`src/core/frame_offset_params.svh`:
```
// Purpose: register map, field layout and timing constants of the offset block
// Assumes: 16-bit register data, word indices on a plain register port
// Notes:   definitions only
`ifndef FRAME_OFFSET_PARAMS_SVH
`define FRAME_OFFSET_PARAMS_SVH

// register indices
`define REG_OFS_FIRST      4'h0
`define REG_OFS_LAST       4'h7
`define REG_MEAS_STATUS    4'h8
`define REG_ADDR_W         4

// data widths and reset values
`define REG_DATA_W         16
`define REG_RESET_VAL      16'h0000
`define FIELD_W            4
`define FIELDS_PER_REG     4
`define OFS_BITS_W         3

// field layout inside one 4-bit stream field
`define FLD_HALF_EN        0
`define FLD_OFS_LO         1
`define FLD_OFS_HI         3

// measurement status layout
`define MEAS_DELAY_LO      0
`define MEAS_DELAY_HI      11
`define MEAS_HALF_FLAG     12
`define MEAS_DONE          13
`define MEAS_DELAY_W       12
`define MEAS_HCNT_W        13

`endif

```
`src/core/frame_offset_pkg.sv`:
```
// Purpose: shared types of the input frame offset block
// Assumes: nothing
// Notes:   constants live in frame_offset_params.svh
package frame_offset_pkg;

   typedef enum logic [1:0] {
      ALIGN_IDLE,
      ALIGN_WAIT,
      ALIGN_RUN
   } align_state_t;

   typedef enum logic [1:0] {
      MEAS_IDLE,
      MEAS_ARMED,
      MEAS_DONE_ST
   } meas_state_t;

endpackage : frame_offset_pkg

```
`src/core/input_frame_offset_alignment.sv`:
```
// Purpose: per-stream input frame offset alignment for 32 serial streams
// Assumes: input clock, frame pulse, evaluation and stream pins are async
//          and the input clock runs well below a quarter of i_sys_clk
// Notes:   offsets counted in input clock half periods
`timescale 1ns/1ps
`include "frame_offset_params.svh"
module input_frame_offset_alignment
   import frame_offset_pkg::*;
#(
   parameter int STREAMS = 32
) (
   // clock and reset
   input  wire logic                     i_sys_clk,
   input  wire logic                     i_rst,
   // register port
   input  wire logic [`REG_ADDR_W-1:0]   i_addr,
   input  wire logic [`REG_DATA_W-1:0]   i_wr_data,
   input  wire logic                     i_wr,
   input  wire logic                     i_rd,
   output logic      [`REG_DATA_W-1:0]   o_rd_data,
   // serial link pins
   input  wire logic                     i_input_clock,
   input  wire logic                     i_frame_pulse_input_n,
   input  wire logic                     i_frame_eval_n,
   input  wire logic [STREAMS-1:0]       i_rx,
   // aligned receive outputs
   output logic      [STREAMS-1:0]       o_frame_start,
   output logic      [STREAMS-1:0]       o_bit_valid,
   output logic      [STREAMS-1:0]       o_bit_data
);

   localparam int NREGS = STREAMS / `FIELDS_PER_REG;
   localparam int SYNC_W = STREAMS + 3;

   // synchronised pins
   logic [SYNC_W-1:0]  sync_level;
   logic               clk_lvl;
   logic               fp_n_lvl;
   logic               eval_n_lvl;
   logic [STREAMS-1:0] rx_lvl;

   pin_sync #(
      .WIDTH (SYNC_W)
   ) u_sync (
      .i_sys_clk (i_sys_clk),
      .i_rst     (i_rst),
      .i_pin     ({i_rx, i_frame_eval_n, i_frame_pulse_input_n, i_input_clock}),
      .o_level   (sync_level)
   );

   assign clk_lvl    = sync_level[0];
   assign fp_n_lvl   = sync_level[1];
   assign eval_n_lvl = sync_level[2];
   assign rx_lvl     = sync_level[SYNC_W-1:3];

   // edge detection on filtered levels
   logic clk_lvl_d_r;
   logic eval_n_d_r;
   logic half_edge;
   logic fall_edge;
   logic frame_ref;
   logic eval_fall;

   always_ff @(posedge i_sys_clk) begin
      if (i_rst) begin
         clk_lvl_d_r <= 1'b0;
         // matches the synchroniser reset level, so no false fall after reset
         eval_n_d_r  <= 1'b0;
      end else begin
         clk_lvl_d_r <= clk_lvl;
         eval_n_d_r  <= eval_n_lvl;
      end
   end

   // every transition is one half period
   assign half_edge = clk_lvl ^ clk_lvl_d_r;
   assign fall_edge = clk_lvl_d_r & ~clk_lvl;
   // frame reference is the low frame pulse seen on a falling edge
   assign frame_ref = fall_edge & ~fp_n_lvl;
   assign eval_fall = eval_n_d_r & ~eval_n_lvl;

   // offset registers
   logic [`REG_DATA_W-1:0] ofs_r [NREGS];
   logic                   wr_hit;
   logic [`REG_ADDR_W-1:0] ofs_idx;

   assign wr_hit  = i_wr && (i_addr <= `REG_OFS_LAST);
   assign ofs_idx = i_addr - `REG_OFS_FIRST;

   genvar r;
   generate
      for (r = 0; r < NREGS; r++) begin : g_reg
         always_ff @(posedge i_sys_clk) begin
            if (i_rst) begin
               ofs_r[r] <= `REG_RESET_VAL;
            end else if (wr_hit && (ofs_idx == `REG_ADDR_W'(r))) begin
               ofs_r[r] <= i_wr_data;
            end
         end
      end
   endgenerate

   // delay measurement
   meas_state_t             meas_state_r;
   logic [`MEAS_HCNT_W-1:0] hcnt_r;
   logic [`MEAS_DELAY_W-1:0] meas_delay_r;
   logic                    meas_half_r;
   logic                    meas_done_r;

   always_ff @(posedge i_sys_clk) begin
      if (i_rst) begin
         meas_state_r <= MEAS_IDLE;
         hcnt_r       <= '0;
         meas_delay_r <= '0;
         meas_half_r  <= 1'b0;
         meas_done_r  <= 1'b0;
      end else begin
         case (meas_state_r)
            MEAS_IDLE: begin
               if (frame_ref) begin
                  meas_state_r <= MEAS_ARMED;
                  hcnt_r       <= '0;
               end
            end
            MEAS_ARMED: begin
               if (eval_fall) begin
                  meas_state_r <= MEAS_DONE_ST;
                  meas_delay_r <= hcnt_r[`MEAS_HCNT_W-1:1];
                  // flag follows input clock phase at the evaluation edge
                  meas_half_r  <= clk_lvl;
                  meas_done_r  <= 1'b1;
               end else if (frame_ref) begin
                  hcnt_r <= '0;
               end else if (half_edge && (hcnt_r != '1)) begin
                  hcnt_r <= hcnt_r + `MEAS_HCNT_W'(1);
               end
            end
            MEAS_DONE_ST: begin
               // result kept until a write to the status register rearms
               if (i_wr && (i_addr == `REG_MEAS_STATUS)) begin
                  meas_state_r <= MEAS_IDLE;
                  meas_done_r  <= 1'b0;
                  meas_delay_r <= '0;
                  meas_half_r  <= 1'b0;
               end
            end
            default: begin
               meas_state_r <= MEAS_IDLE;
            end
         endcase
      end
   end

   // read path, one cycle latency
   always_ff @(posedge i_sys_clk) begin
      if (i_rst) begin
         o_rd_data <= '0;
      end else if (i_rd) begin
         o_rd_data <= '0;
         if (i_addr <= `REG_OFS_LAST) begin
            o_rd_data <= ofs_r[ofs_idx[2:0]];
         end else if (i_addr == `REG_MEAS_STATUS) begin
            o_rd_data[`MEAS_DELAY_HI:`MEAS_DELAY_LO] <= meas_delay_r;
            o_rd_data[`MEAS_HALF_FLAG]              <= meas_half_r;
            o_rd_data[`MEAS_DONE]                   <= meas_done_r;
         end
      end else begin
         o_rd_data <= '0;
      end
   end

   // per-stream aligners
   genvar s;
   generate
      for (s = 0; s < STREAMS; s++) begin : g_stream
         logic [`FIELD_W-1:0] field;
         // stream s sits in register s/4, nibble s%4
         assign field = ofs_r[s / `FIELDS_PER_REG][(s % `FIELDS_PER_REG) * `FIELD_W +: `FIELD_W];

         stream_aligner u_align (
            .i_sys_clk     (i_sys_clk),
            .i_rst         (i_rst),
            .i_half_edge   (half_edge),
            .i_frame_ref   (frame_ref),
            .i_field       (field),
            .i_rx          (rx_lvl[s]),
            .o_frame_start (o_frame_start[s]),
            .o_bit_valid   (o_bit_valid[s]),
            .o_bit_data    (o_bit_data[s])
         );
      end
   endgenerate

endmodule : input_frame_offset_alignment

```
`src/core/pin_sync.sv`:
```
// Purpose: three-stage synchroniser with agreement filter for pin inputs
// Assumes: inputs are asynchronous to i_sys_clk
// Notes:   output follows once the second and third stages agree
`timescale 1ns/1ps
module pin_sync #(
   parameter int WIDTH = 1
) (
   // clock and reset
   input  wire logic             i_sys_clk,
   input  wire logic             i_rst,
   // pins
   input  wire logic [WIDTH-1:0] i_pin,
   // synchronised level
   output logic      [WIDTH-1:0] o_level
);

   logic [WIDTH-1:0] s1_r;
   logic [WIDTH-1:0] s2_r;
   logic [WIDTH-1:0] s3_r;

   // first stage feeds only the second
   always_ff @(posedge i_sys_clk) begin
      if (i_rst) begin
         s1_r <= '0;
         s2_r <= '0;
         s3_r <= '0;
      end else begin
         s1_r <= i_pin;
         s2_r <= s1_r;
         s3_r <= s2_r;
      end
   end

   genvar g;
   generate
      for (g = 0; g < WIDTH; g++) begin : g_bit
         always_ff @(posedge i_sys_clk) begin
            if (i_rst) begin
               o_level[g] <= 1'b0;
            end else if (s2_r[g] == s3_r[g]) begin
               o_level[g] <= s3_r[g];
            end
         end
      end
   endgenerate

endmodule : pin_sync

```
`src/core/stream_aligner.sv`:
```
// Purpose: per-stream frame start alignment in half input-clock steps
// Assumes: i_half_edge marks every input clock transition, i_frame_ref is
//          one of those edges
// Notes:   target delay in half periods is {offset bits, half enable}
`timescale 1ns/1ps
`include "frame_offset_params.svh"
module stream_aligner
   import frame_offset_pkg::*;
(
   // clock and reset
   input  wire logic                  i_sys_clk,
   input  wire logic                  i_rst,
   // timing references
   input  wire logic                  i_half_edge,
   input  wire logic                  i_frame_ref,
   // stream configuration and data
   input  wire logic [`FIELD_W-1:0]   i_field,
   input  wire logic                  i_rx,
   // received bits
   output logic                       o_frame_start,
   output logic                       o_bit_valid,
   output logic                       o_bit_data
);

   align_state_t        state_r;
   logic [`FIELD_W-1:0] cnt_r;
   logic                phase_r;
   logic [`FIELD_W-1:0] target;

   // half periods = 2*offset + half enable
   assign target = i_field;

   always_ff @(posedge i_sys_clk) begin
      if (i_rst) begin
         state_r       <= ALIGN_IDLE;
         cnt_r         <= '0;
         phase_r       <= 1'b0;
         o_frame_start <= 1'b0;
         o_bit_valid   <= 1'b0;
         o_bit_data    <= 1'b0;
      end else begin
         o_frame_start <= 1'b0;
         o_bit_valid   <= 1'b0;
         if (i_frame_ref) begin
            // zero field takes bit 0 at the frame edge
            if (target == '0) begin
               state_r       <= ALIGN_RUN;
               phase_r       <= 1'b0;
               o_frame_start <= 1'b1;
               o_bit_valid   <= 1'b1;
               o_bit_data    <= i_rx;
            end else begin
               state_r <= ALIGN_WAIT;
               cnt_r   <= `FIELD_W'(1);
            end
         end else if (i_half_edge) begin
            case (state_r)
               ALIGN_WAIT: begin
                  // bit 0 taken once the offset has elapsed
                  if (cnt_r == target) begin
                     state_r       <= ALIGN_RUN;
                     phase_r       <= 1'b0;
                     o_frame_start <= 1'b1;
                     o_bit_valid   <= 1'b1;
                     o_bit_data    <= i_rx;
                  end else begin
                     cnt_r <= cnt_r + `FIELD_W'(1);
                  end
               end
               ALIGN_RUN: begin
                  // sampling phase kept from bit 0
                  phase_r <= ~phase_r;
                  if (phase_r) begin
                     o_bit_valid <= 1'b1;
                     o_bit_data  <= i_rx;
                  end
               end
               ALIGN_IDLE: begin
                  state_r <= ALIGN_IDLE;
               end
               default: begin
                  state_r <= ALIGN_IDLE;
               end
            endcase
         end
      end
   end

endmodule : stream_aligner

```
`config.mk`:
```
export PLATFORM = sky130hd
export DESIGN_NAME = input_frame_offset_alignment
export DESIGN_NICKNAME = d
export VERILOG_FILES = /design/src/core/frame_offset_pkg.sv /design/src/core/input_frame_offset_alignment.sv /design/src/core/pin_sync.sv /design/src/core/stream_aligner.sv
export VERILOG_INCLUDE_DIRS = /design/src /design/src/core
export SDC_FILE = /design/constraint.sdc
export NUM_CORES = 1
export LEC_CHECK = 0
export BUFFER_PORTS_ARGS = -buffer_cell sky130_fd_sc_hd__buf_2
export CAP_MARGIN = 20
export CORE_MARGIN = 1.5
export CORE_UTILIZATION = 50
export DETAILED_ROUTE_END_ITERATION = 7
export PLACE_DENSITY = 0.67
export SLEW_MARGIN = 20
export SYNTH_ARGS = -nofsm -noshare
export SYNTH_HDL_FRONTEND = slang
export SYNTH_SLANG_ARGS = --single-unit
```
`constraint.sdc`:
```
create_clock -name i_sys_clk -period 4.6 [get_ports i_sys_clk]
set_input_delay 0.23 -clock i_sys_clk [delete_from_list [all_inputs] [get_ports i_sys_clk]]
set_output_delay 0.23 -clock i_sys_clk [all_outputs]
set_load 0.02 [all_outputs]
```
Yosys cells after proc, flatten, opt, wreduce, memory -nomap -nowiden
Memory sizes are Yosys's and may differ from the RTL's. Index checks and enable logic that the tools add are counted.

Output and inout port bits: 112. Memory bits (writable): 128. Bits of input ports: 59. Bits in registers: 507. Memories: 1. Memory bits (read-only): 0. Bits in latches: 0.

Divide/modulo/power cells: 0. Bitwise logic cells: 49. Equal/unequal tests: 339. Reductions and logical operators: 245. $mul: 0. Mux-type cells: 1013. $add $sub $neg: 33. Order comparisons: 1. Shifts and indexed selects: 0.

Memories: ofs_r (depth 8, bits a word 16, rd ports 9, clocked after memory_dff 0, write ports 8, RTL line input_frame_offset_alignment.sv:83) `` logic [`REG_DATA_W-1:0] ofs_r [NREGS]; ``.

Operators with widths (number): two-way mux 4 bit (160); two-way mux 1 bit (573); two-way mux 2 bit (131); AND reduction 4 bit (65); != test 2 bit, second input constant (100); case mux 1 bit (2 select lines) (98); != test 3 x 2 -> 1 bit, second input constant (64); AND reduction 5 bit (32); zero test 4 bit (33); adder 4 x 1 -> 4 bit, second input constant (32); equality test 4 bit (32); two-way mux 16 bit (8); case mux 2 bit (2 select lines) (32); AND reduction 3 bit (34); nonzero test 3 bit (32); nonzero test 2 bit (35); equality test 2 x 1 -> 1 bit, second input constant (33); equality test 2 bit, second input constant (33); != test 2 x 1 -> 1 bit, second input constant (32); two-way mux 13 bit (4); inverter 1 bit (37); equality test 1 bit (35); two-way mux 14 bit (2); case mux 13 bit (2 select lines) (1); other kinds (18) (42).

Depth between registers and ports, before layout
Gate-level depths: netlist of run 1.

Depth after elaboration: 7. Mapped depth: 10. Mapped depth without buffers: 7.

Cells and area by module
A second synthesis of run 1 with hierarchy kept.

Cell total of the unflattened synthesis: 3267. Area, all modules: 32748.9 um^2.

Modules (own cells, without submodules): stream_aligner (g_stream[0].u_align ...) (instances 31, area each 656.9 um^2, cells an instance 73); input_frame_offset_alignment (instances 1, area each 7721.2 um^2, cells an instance 566); pin_sync (instances 1, area each 4041.4 um^2, cells an instance 365); stream_aligner (g_stream[20].u_align) (instances 1, area each 623.1 um^2, cells an instance 73).

Worst setup path before layout of run 1
OpenSTA, ideal clock, no wires.

Path kind: input -> register. Start point: in i_addr[1]. End point: mem ofs_r[0][0] (netlist bit), enable pin. Stages on the path: 3. Arrival time: 2558 ps. Setup time: 435 ps. Slack: 1607 ps. Cell sequence: buf_1 > buf_1 > o41ai_1.

RTL lines: from (decl) (RTL line input_frame_offset_alignment.sv:16) `` input wire logic [`REG_ADDR_W-1:0] i_addr, ``; to (decl) (RTL line input_frame_offset_alignment.sv:83).

Worst setup path after layout of run 1
Start point: reg u_sync.o_level[0]. End point: reg g_stream[15].u_align.phase_r.

Word-level cells in the longest chain between the ends: 5. Elaborated cells on any way between the ends: 10. Those cells by class: eq/ne (2); mux (1); bitwise (4); reduce/logical (3).

Ends and longest elaborated chain: from (decl) (RTL line pin_sync.sv:14) `output logic [WIDTH-1:0] o_level`; from (signal, indexed assignment) (RTL line pin_sync.sv:41) `o_level[g] <= s3_r[g];`; inverter 1 bit (RTL line input_frame_offset_alignment.sv:77) `assign fall_edge = clk_lvl_d_r & ~clk_lvl;`; AND 1 bit (RTL line input_frame_offset_alignment.sv:77); AND 1 bit (RTL line input_frame_offset_alignment.sv:79) `assign frame_ref = fall_edge & ~fp_n_lvl;`; != test 3 x 2 -> 1 bit (no source line), or another cell as far along; AND reduction 4 bit (no source line); to (signal assigned) (RTL line stream_aligner.sv:72) `phase_r <= ~phase_r;`; to (decl) (RTL line stream_aligner.sv:27) `logic phase_r;`.

Parallel ways exist; a longest one is shown, timed or not. A chain may end at the register's enable or synchronous reset.

==> reports/qor.yml, run 1 <==
clock_network:
  clk_path_buf_depth: 3
  cts_setup_buffers: 0
  cts_tree: "yes"
  cts_made_buffers: 70
  cts.sinks: 635
  hold_buffers: 36
  path_clk_slew_ps: 60
  clk_latency_ps: 620
  htreeDepth: 3
  root_buffer: "clkbuf_16"
  cts-resized-gates: 0
timing:
  finalSetupViolations: 0
  fmax_mhz: 328.6
  grt_setup_unrepaired: "false"
  min_period_ps: 3043
  hold_viol_final: 0
  timing.setup.tns_ps: 0
  relSlewSlack: 0.2624
  tightestPinTransition_ps: 1102
  fin_crit_sh: 0.6616
  finClkSkew_ps: 24.53
  finalWorstSetupSlack_ps: 1557
  finalMaxSlewViolations: 0
  holdWs_ps: 28.81
min_path:
  hp-class: "primary input to flip-flop"
  min-delay-start: "i_rst"
finish:
  syn2layout_area_growth_pct: 12.22
  layout-drive-gt1-share: 0.1359
  fillers: 5061
  multi_input_area_um2: 14080
  nNetsFinal: 3272
  regArea_um2: 13990
synthesis:
  yosysSeqAreaShare: 0.4712
  yosysMostFrequentCell: "dfxtp_1"
  synthTopCellsByCount: "507 x dfxtp_1, 328 x nor2_1, 170 x a21oi_1, 150 x and2_1, 134 x nand2_1"
  yosys_most_used_dff: "dfxtp_1"
  async_flop_share: 0
  synth_top_cell_by_area: "dfxtp_1"
  netlist_instances: 3043
  syn-num-nets: 3200
  ys_types: 75
  yosys_register_bits: 635
  synthesis.area_um2: 29700
  yosysWarnings: 0
  yosysTopAreaCellShare: 0.3418
  synth.area.top_cells: "dfxtp_1 34%, edfxtp_1 13%, nor2_1 4.1%"
  synth_edf_count: 128
  postSynthAreaPerCell_um2: 9.759
critical_path:
  cp_cell_sequence: "inv_1, ha_2, buf_4, nor3_1, a221oi_1, mux2i_1, nor2_1"
  reg2reg_from: "u_sync.o_level[0]"
  cp_slowest_cell: "ha_2"
  startpoint: "u_sync.o_level[0]"
  cp.required_ps: 5070
  crit_family: "adder cells"
  crit_arrival_ps: 3510
  slowest_delay_ps: 950
  endpoint_kind: "flip-flop"
  critPathKind: "flip-flop to flip-flop"
  crit_fanout: 32
  crit_path_start_kind: "flip-flop"
  critical_path_buf_inv_count: 2
global_routing:
  grt_pass1_wl_mm: 122.5
  grt_pass1_vias: 22170
  track_usage: 0.2569
  grt_max_degree: 179
  antenna_found_initial: 6
  overflow: 0
routing:
  post-route-drc-count: 0
  wl_per_cell_um: 19.97
  avgViaCountPerCell: 5.856
  first_iter_violations: 1988
  dr.pass1.iters: 5
  ant_nets: 0
  vias: 23120
  routed_wirelength_mm: 78.86
placed_design:
  gp_congestion: 0.9130
  io_buffers: 170
  dp_slack_ps: 1596
  hpwl_mm: 55.49
floorplanning:
  io-pin-count: 171
  dieArea_um2: 60870
  initial_core_util: 0.5041
  num_rows: 89
  dieWidth_um: 246.7
  fp.coreArea_um2: 58910
  die_y_um: 246.7
pwr:
  p_leak_nw: 12.39
  powerDensity_nw_per_um2: 367.2
  ir_worst_vdd_v: 0.0002597
job:
  cap_viol_max_count: 0
outcome:
  status: "completed"
-- placed cells by master, fill, tap and decap left out, types with 91 or more instances in the layout --
cell type and instances:
nor3_1 101, xor2_1 120, edfxtp_1 128, nor2_1 327
nand2_1 134, inv_1 103, dfxtp_1 507, o21ai_0 91
a21oi_1 170, nor2b_1 117, buf_2 169, and2_1 150
ha_1 97
-- layer usage --
layer | up-vias | share of wire | track usage | wire (um)
li1 | 10890 | - | - | -
met1 | 11160 | 0.44 | 0.3522 | 34750
met2 | 901 | 0.45 | 0.4004 | 35110
met3 | 171 | 0.077 | 0.04504 | 6080
met4 | 2 | 0.037 | 0.1058 | 2910
met5 | - | 0.00011 | 0 | 9
-- registers in the layout (all words and copies together), names as in the netlist --
name and flops:
u_sync.s1_r 35, g_stream.u_align.o_bit_valid 32, g_stream.u_align.phase_r 32, u_sync.o_level 35
meas_done_r 1, clk_lvl_d_r 1, g_stream.u_align.o_frame_start 32, g_stream.u_align.o_bit_data 32
o_rd_data 16, eval_n_d_r 1, g_stream.u_align.state_r 64, meas_delay_r 12
meas_half_r 1, ofs_r 128, meas_state_r 2, u_sync.s3_r 35
hcnt_r 13, u_sync.s2_r 35, g_stream.u_align.cnt_r 128
-- power breakdown --
part | switching [W] | internal (W)
logic | 0.000339 | 0.000199
registers | 0.000140 | 0.00580
clock network | 0.00230 | 0.00346
total | 0.00278 | 0.00946
-- worst paths after layout --
check / slack, ps / cells after the start / endpoint
min reg2reg: 430 / 1 / u_sync.s2_r[18]
min: 30 / 2 / meas_delay_r[5]
max: 1560 / 7 / g_stream[15].u_align.phase_r
max reg2reg: 1560 / 7 / g_stream[15].u_align.phase_r
-- worst register-to-register path, cell delays in order, from the launching register on --
cell	delay (ps)
dfxtp_1	370
inv_1	80
ha_2	950
buf_4	510
nor3_1	180
a221oi_1	520
mux2i_1	250
nor2_1	50
-- kinds of logic (layout without fill, tap and decap cells) --
| logic type | count (synthesis) | after routing | synth area share |
|---|---|---|---|
| other | 0 | 4 | 0 |
| flip-flops | 635 | 635 | 0.4712 |
| XOR/XNOR | 192 | 192 | 0.05663 |
| AND/OR/NAND/NOR | 1125 | 1125 | 0.1982 |
| multiplexers | 109 | 109 | 0.05132 |
| adder cells (fa/ha/maj) | 98 | 98 | 0.04129 |
| buffers and inverters | 341 | 469 | 0.05747 |
| AO/OA/AOI/OAI | 543 | 543 | 0.1239 |
-- metrics by stage --
stage | power (W) | instance area [um2] | util | instances
final | 0.01224 | 33330 | 0.5657 | 3948
after global routing | 0.01263 | 33320 | 0.5657 | 3947
after CTS | 0.01234 | 33300 | 0.5653 | 3944
after detailed placement | 0.006562 | 30540 | 0.5184 | 3780
after global placement | 0.006545 | 30520 | 0.5181 | 3779
after floorplan | 0.006316 | 29700 | - | 3043
-- layout make-up --
class	count	area share
Inverter	104	0.01175
Antenna cell	4	0.0003004
Clock buffer	99	0.06386
Sequential cell	635	0.4199
Multi-Input combinational cell	2067	0.4225
Clock inverter	29	0.008260
Timing Repair Buffer	237	0.04438
Tap cell	773	0.02902
Power figures use the tool's default switching activity.
==> run 2, diff against run 1 <==
Clock period 4.6 ns to 3 ns, I/O delays scaled along.
==> reports/qor.yml, run 2 (same netlist as run 1, synthesis figures left out) <==
critical_path:
  cp_cell_sequence: "inv_1, ha_2, buf_4, buf_4, nor3b_2, a211oi_1, mux2i_1, nor2_1"  # was inv_1, ha_2, buf_4, nor3_1, a221oi_1, mux2i_1, nor2_1
  cp_slowest_cell: "ha_2"  # unchanged
  crit_fanout: 21  # was 32
  endpoint_kind: "flip-flop"  # unchanged
  critPathKind: "flip-flop to flip-flop"  # unchanged
  crit_family: "buffers and inverters"  # was adder cells
  crit_path_frequent_cell: "buf_4"
  crit_arrival_ps: 3160  # was 3510 ps
  rr_worst_depth: 8  # was 7
  slowest_delay_ps: 570  # was 950 ps
  crit_path_start_kind: "flip-flop"  # unchanged
  critical_path_buf_inv_count: 3  # was 2
  crit_cells: 8  # was 7
  cp.required_ps: 3470  # was 5070 ps
finish:
  fillers: 4983  # was 5061
  nNetsFinal: 3323  # was 3272
  final_cell_area_um2: 33860  # was 33330 um2
  final_cell_mix: "507 x dfxtp_1, 327 x nor2_1, 170 x a21oi_1, 169 x buf_2, 150 x and2_1"  # unchanged
  syn2layout_area_growth_pct: 14.01  # was 12.22%
  final_common_cell: "dfxtp_1"  # unchanged
  layout-drive-gt1-share: 0.1412  # was 0.1359
  utilization: 0.5748  # was 0.5657
  reg_top3: "g_stream.u_align.cnt_r (128), ofs_r (128), g_stream.u_align.state_r (64)"  # unchanged
routing:
  first_iter_violations: 1895  # was 1988
  dr.pass1.iters: 6  # was 5
  vias: 23420  # was 23120
  ant_nets: 0  # unchanged
  avgViaCountPerCell: 5.861  # was 5.856
  post-route-drc-count: 0  # unchanged
  routed_wirelength_mm: 80.74  # was 78.86 mm
  wl_per_cell_um: 20.20  # was 19.97 um
placed_design:
  placedInstanceArea_um2: 30830  # was 30540 um2
  gp_congestion: 0.8963  # was 0.9130
  io_buffers: 170  # unchanged
  hpwl_mm: 56.48  # was 55.49 mm
  dp_slack_ps: 394.6  # was 1596 ps
pwr:
  p_leak_nw: 12.67  # was 12.39 nW
  ir_worst_vdd_v: 0.0004271  # was 0.0002597 V
  powerDensity_nw_per_um2: 559.1  # was 367.2 nW/um2
global_routing:
  grt_pass1_vias: 22480  # was 22170
  grt_pass1_wl_mm: 124.7  # was 122.5 mm
  antenna_found_initial: 1  # was 6
  track_usage: 0.2628  # was 0.2569
  grt_max_degree: 103  # was 179
  overflow: 0  # unchanged
clock_network:
  clk_path_buf_depth: 3  # unchanged
  root_buffer: "clkbuf_16"  # unchanged
  path_clk_slew_ps: 60  # about the same
  cts_tree: "yes"  # unchanged
  htreeDepth: 3  # unchanged
  cts_made_buffers: 70  # unchanged
  clk_latency_ps: 620  # about the same
  cts.sinks: 635  # unchanged
  cts-resized-gates: 0  # unchanged
timing:
  fin_crit_sh: 0.8970  # was 0.6616
  relSlewSlack: 0.3476  # was 0.2624
  tightestPinTransition_ps: 978.6  # was 1102 ps
  timing.setup.tns_ps: 0  # unchanged
  grt_setup_unrepaired: "false"  # unchanged
  finalSetupViolations: 0  # unchanged
  finalMaxSlewViolations: 0  # unchanged
  finClkSkew_ps: 31.72  # was 24.53 ps
  fmax_mhz: 371.6  # was 328.6 MHz
  holdWs_ps: 46.40  # was 28.81 ps
  hold_viol_final: 0  # unchanged
  finalWorstSetupSlack_ps: 309.1  # was 1557 ps
  min_period_ps: 2691  # was 3043 ps
floorplanning:
  io-pin-count: 171  # unchanged
  dieWidth_um: 246.7  # unchanged
  initial_core_util: 0.5041  # unchanged
  num_rows: 89  # unchanged
  die_y_um: 246.7  # unchanged
  dieArea_um2: 60870  # unchanged
  fp.coreArea_um2: 58910  # unchanged
min_path:
  hp-class: "primary input to flip-flop"  # unchanged
  hold-path-cell-count: 2  # unchanged
outcome:
  status: "completed"  # unchanged
job:
  cap_viol_max_count: 0  # unchanged
[run 2: cell types whose count changed in the layout (fill, tap and decap cells not counted), sizes merged, moves of 2 or more]
cell / change
buf: +26
dlygate4sd3: +25
bufinv: +3
clkbuf: -3
diode: -3
inv: +2
[run 2: final timing paths]
| check | startpoint | endpoint | slack, ps |
|---|---|---|---|
| setup / recovery | u_sync.o_level[0] | g_stream[16].u_align.phase_r | 310 |
| hold / removal | i_wr_data[11] | ofs_r[3][11] | 50 |
| setup reg to reg | u_sync.o_level[0] | g_stream[16].u_align.phase_r | 310 |
| hold reg to reg | u_sync.s1_r[21] | u_sync.s2_r[21] | 440 |
[run 2: metrics by stage]
stage | total power (W) | cells
global route | 0.01949 | 3995
finish | 0.01893 | 3996
floorplan | 0.009685 | 3043
detailed placement | 0.01008 | 3806
CTS | 0.01906 | 3995
global placement | 0.01006 | 3805
[run 2: final cells by class]
cell class                 count  area [um2]  share of cell area
timing repair buffer         288        2012             0.05942
antenna                        1       2.502          0.00007391
sequential                   635       13990              0.4133
inverter                     104       391.6             0.01157
tap                          773       967.2             0.02857
clock buffer                  96        2036             0.06013
multi-input combinational   2067       14080              0.4159
clock inverter                32       374.1             0.01105
[run 2: routing by layer]
layer / up-vias / part of all wire / track usage
met2: 873 / 0.46 / 0.4157
met4: 2 / 0.027 / 0.09362
met1: 11440 / 0.43 / 0.3537
met3: 138 / 0.086 / 0.05774
li1: 10970 / - / -
met5: - / 0.00016 / 0
[run 2: repair_timing]
item	in CTS	in global routing
hold buffers	61	0
endpoints found under the hold margin	168	0
buffers inserted	0	0
[run 2: where the power goes]
| part | internal, W | total [W] | switching, W |
|---|---|---|---|
| clock | 0.00538 | 0.00895 | 0.00357 |
| sequential | 0.00889 | 0.00911 | 0.000220 |
| combinational | 0.000339 | 0.000868 | 0.000529 |
| total | 0.0146 | 0.0189 | 0.00432 |
==> run 3, diff against run 2 <==
Settings changed: CORE_UTILIZATION 50 to 40, PLACE_DENSITY 0.67 to unset.
==> reports/qor.yml, run 3 (same netlist as run 1, synthesis figures left out) <==
outcome:
  status: "completed"  # unchanged
pwr:
  powerDensity_nw_per_um2: 550.3  # was 559.1 nW/um2
  ir_worst_vdd_v: 0.0004079  # was 0.0004271 V
  p_total_w: 0.01863  # was 0.01893 W
  p_leak_nw: 12.61  # was 12.67 nW
critical_path:
  reg2reg_from: "u_sync.o_level[0]"  # unchanged
  cp_cell_sequence: "inv_1, ha_2, nor2b_4, buf_12, buf_4, nor3b_2, a211oi_1, mux2i_1, nor2_1"  # was inv_1, ha_2, buf_4, buf_4, nor3b_2, a211oi_1, mux2i_1, nor2_1
  slowest_delay_ps: 500  # was 570 ps
  crit_arrival_ps: 2930  # was 3160 ps
  cp_slowest_cell: "a211oi_1"  # was ha_2
  startpoint: "u_sync.o_level[0]"  # unchanged
  rr_worst_depth: 9  # was 8
  endpoint_kind: "flip-flop"  # unchanged
  r2r_end: "g_stream[14].u_align.phase_r"  # was g_stream[16].u_align.phase_r
  crit_fanout: 39  # was 21
  crit_path_start_kind: "flip-flop"  # unchanged
  critPathKind: "flip-flop to flip-flop"  # unchanged
  cp.required_ps: 3460  # was 3470 ps
  r2r_slack_ps: 540  # was 310 ps
floorplanning:
  io-pin-count: 171  # unchanged
  dieWidth_um: 275.5  # was 246.7 um
  dieArea_um2: 75890  # was 60870 um2
  die_y_um: 275.5  # was 246.7 um
  initial_core_util: 0.4057  # was 0.5041
  num_rows: 99  # was 89
  fp.coreArea_um2: 73210  # was 58910 um2
clock_network:
  path_clk_slew_ps: 60  # about the same
  cts_made_buffers: 70  # unchanged
  htreeDepth: 3  # unchanged
  cts_tree: "yes"  # unchanged
  clk_path_buf_depth: 3  # unchanged
  clk_latency_ps: 610  # was 620 ps
  cts.sinks: 635  # unchanged
  root_buffer: "clkbuf_16"  # unchanged
global_routing:
  track_usage: 0.2179  # was 0.2628
  grt_max_degree: 129  # was 103
  antenna_found_initial: 1  # unchanged
  grt_pass1_wl_mm: 126.8  # was 124.7 mm
  grt_pass1_vias: 21310  # was 22480
  overflow: 0  # unchanged
finish:
  utilization: 0.4624  # was 0.5748
  reg_top3: "g_stream.u_align.cnt_r (128), ofs_r (128), g_stream.u_align.state_r (64)"  # unchanged
  final_cell_count_no_fill: 4173  # was 3996
  syn2layout_area_growth_pct: 13.98  # was 14.01%
  antenna_cells: 0  # was 1
  regArea_um2: 13990  # unchanged
  layout-drive-gt1-share: 0.1434  # was 0.1412
  multi_input_area_um2: 14050  # was 14080 um2
  fillers: 6950  # was 4983
  final_cell_mix: "507 x dfxtp_1, 327 x nor2_1, 170 x a21oi_1, 169 x buf_2, 150 x and2_1"  # unchanged
  nNetsFinal: 3319  # was 3323
  final_common_cell: "dfxtp_1"  # unchanged
placed_design:
  hpwl_mm: 60.23  # was 56.48 mm
  dp_cells: 4007  # was 3806
  dp_slack_ps: 596.7  # was 394.6 ps
  gp_congestion: 0.8979  # was 0.8963
  io_buffers: 170  # unchanged
routing:
  dr.pass1.iters: 5  # was 6
  first_iter_violations: 1810  # was 1895
  ant_nets: 0  # unchanged
  avgViaCountPerCell: 5.408  # was 5.861
  wl_per_cell_um: 20.05  # was 20.20 um
  vias: 22570  # was 23420
  post-route-drc-count: 0  # unchanged
  routed_wirelength_mm: 83.69  # was 80.74 mm
timing:
  fmax_mhz: 406.1  # was 371.6 MHz
  finalWorstSetupSlack_ps: 537.3  # was 309.1 ps
  fin_crit_sh: 0.8209  # was 0.8970
  tightestPinTransition_ps: 901.8  # was 978.6 ps
  timing.setup.tns_ps: 0  # unchanged
  finalMaxSlewViolations: 0  # unchanged
  finalSetupViolations: 0  # unchanged
  relSlewSlack: 0.3988  # was 0.3476
  hold_viol_final: 0  # unchanged
  grt_setup_unrepaired: "false"  # unchanged
  finClkSkew_ps: 19.77  # was 31.72 ps
  min_period_ps: 2463  # was 2691 ps
min_path:
  hp-class: "primary input to flip-flop"  # unchanged
  min_to: "ofs_r[5][8]"  # was ofs_r[3][11]
  hold-path-cell-count: 2  # unchanged
  min-delay-start: "i_wr_data[8]"  # was i_wr_data[11]
job:
  cap_viol_max_count: 0  # unchanged
-- run 3: cell count changes in the layout (fill, tap and decap cells not counted), sizes merged --
cell         previous run  this run
dlygate4sd3            61        42
clkbuf                 96        98
inv                   107       103
clkinv                 17        21
diode                   1         0
clkinvlp                5         1
buf                   227       242
bufinv                  7         5
-- run 3: worst max path at each step --
stage                     depth (start not counted)                        endpoint
final                                             9    g_stream[14].u_align.phase_r
after floorplan                                   3                     ofs_r[0][0]
after CTS                                         9    g_stream[14].u_align.phase_r
after global routing                              7  g_stream[9].u_align.o_bit_data
after detailed placement                          9    g_stream[14].u_align.phase_r
after global placement                            9    g_stream[21].u_align.phase_r
-- run 3: power by group --
group	total (W)	leakage (nW)	switching (W)	internal, W
clock	0.00865	1.14	0.00350	0.00516
combinational	0.000845	6.14	0.000519	0.000327
sequential	0.00913	5.33	0.000240	0.00889
total	0.0186	12.6	0.00425	0.0144
-- run 3: worst max-delay path: cells and delay by family (launching register included) --
| kind | cells | cell delay, ps |
|---|---|---|
| multiplexers | 1 | 240 |
| adder cells (fa/ha/maj) | 1 | 210 |
| AND/OR/NAND/NOR | 3 | 390 |
| flip-flops | 1 | 340 |
| buffers and inverters | 3 | 600 |
| AO/OA/AOI/OAI | 1 | 500 |
-- run 3: per-stage QoR --
stage | cell area (um2) | hold slack (ps)
final | 33850 | 36.52
after global routing | 33850 | 27.59
after CTS | 33850 | 14.11
after detailed placement | 31140 | 366.4
after global placement | 31140 | 362.1
after floorplan | 29700 | 278.2
-- run 3: timing repair --
item                      in CTS  in global routing
gates resized for setup        0                  0
hold buffers                  42                  0
hold endpoints to repair      82                  0
setup buffers                  0                  0
-- run 3: cell type report --
type	count	area share
Clock inverter	26	0.007578
Tap cell	959	0.03545
Sequential cell	635	0.4134
Multi-Input combinational cell	2067	0.4151
Timing Repair Buffer	284	0.05678
Inverter	104	0.01157
Clock buffer	98	0.06011
-- run 3: metal layers --
layer  vias up  global-route usage  wire [um]
met1     10870              0.2835      36160
met3       141             0.03393       4397
met2       595              0.3629      39920
li1      10970                   -          -
met5         -                   0          0
met4         0             0.08427       3211
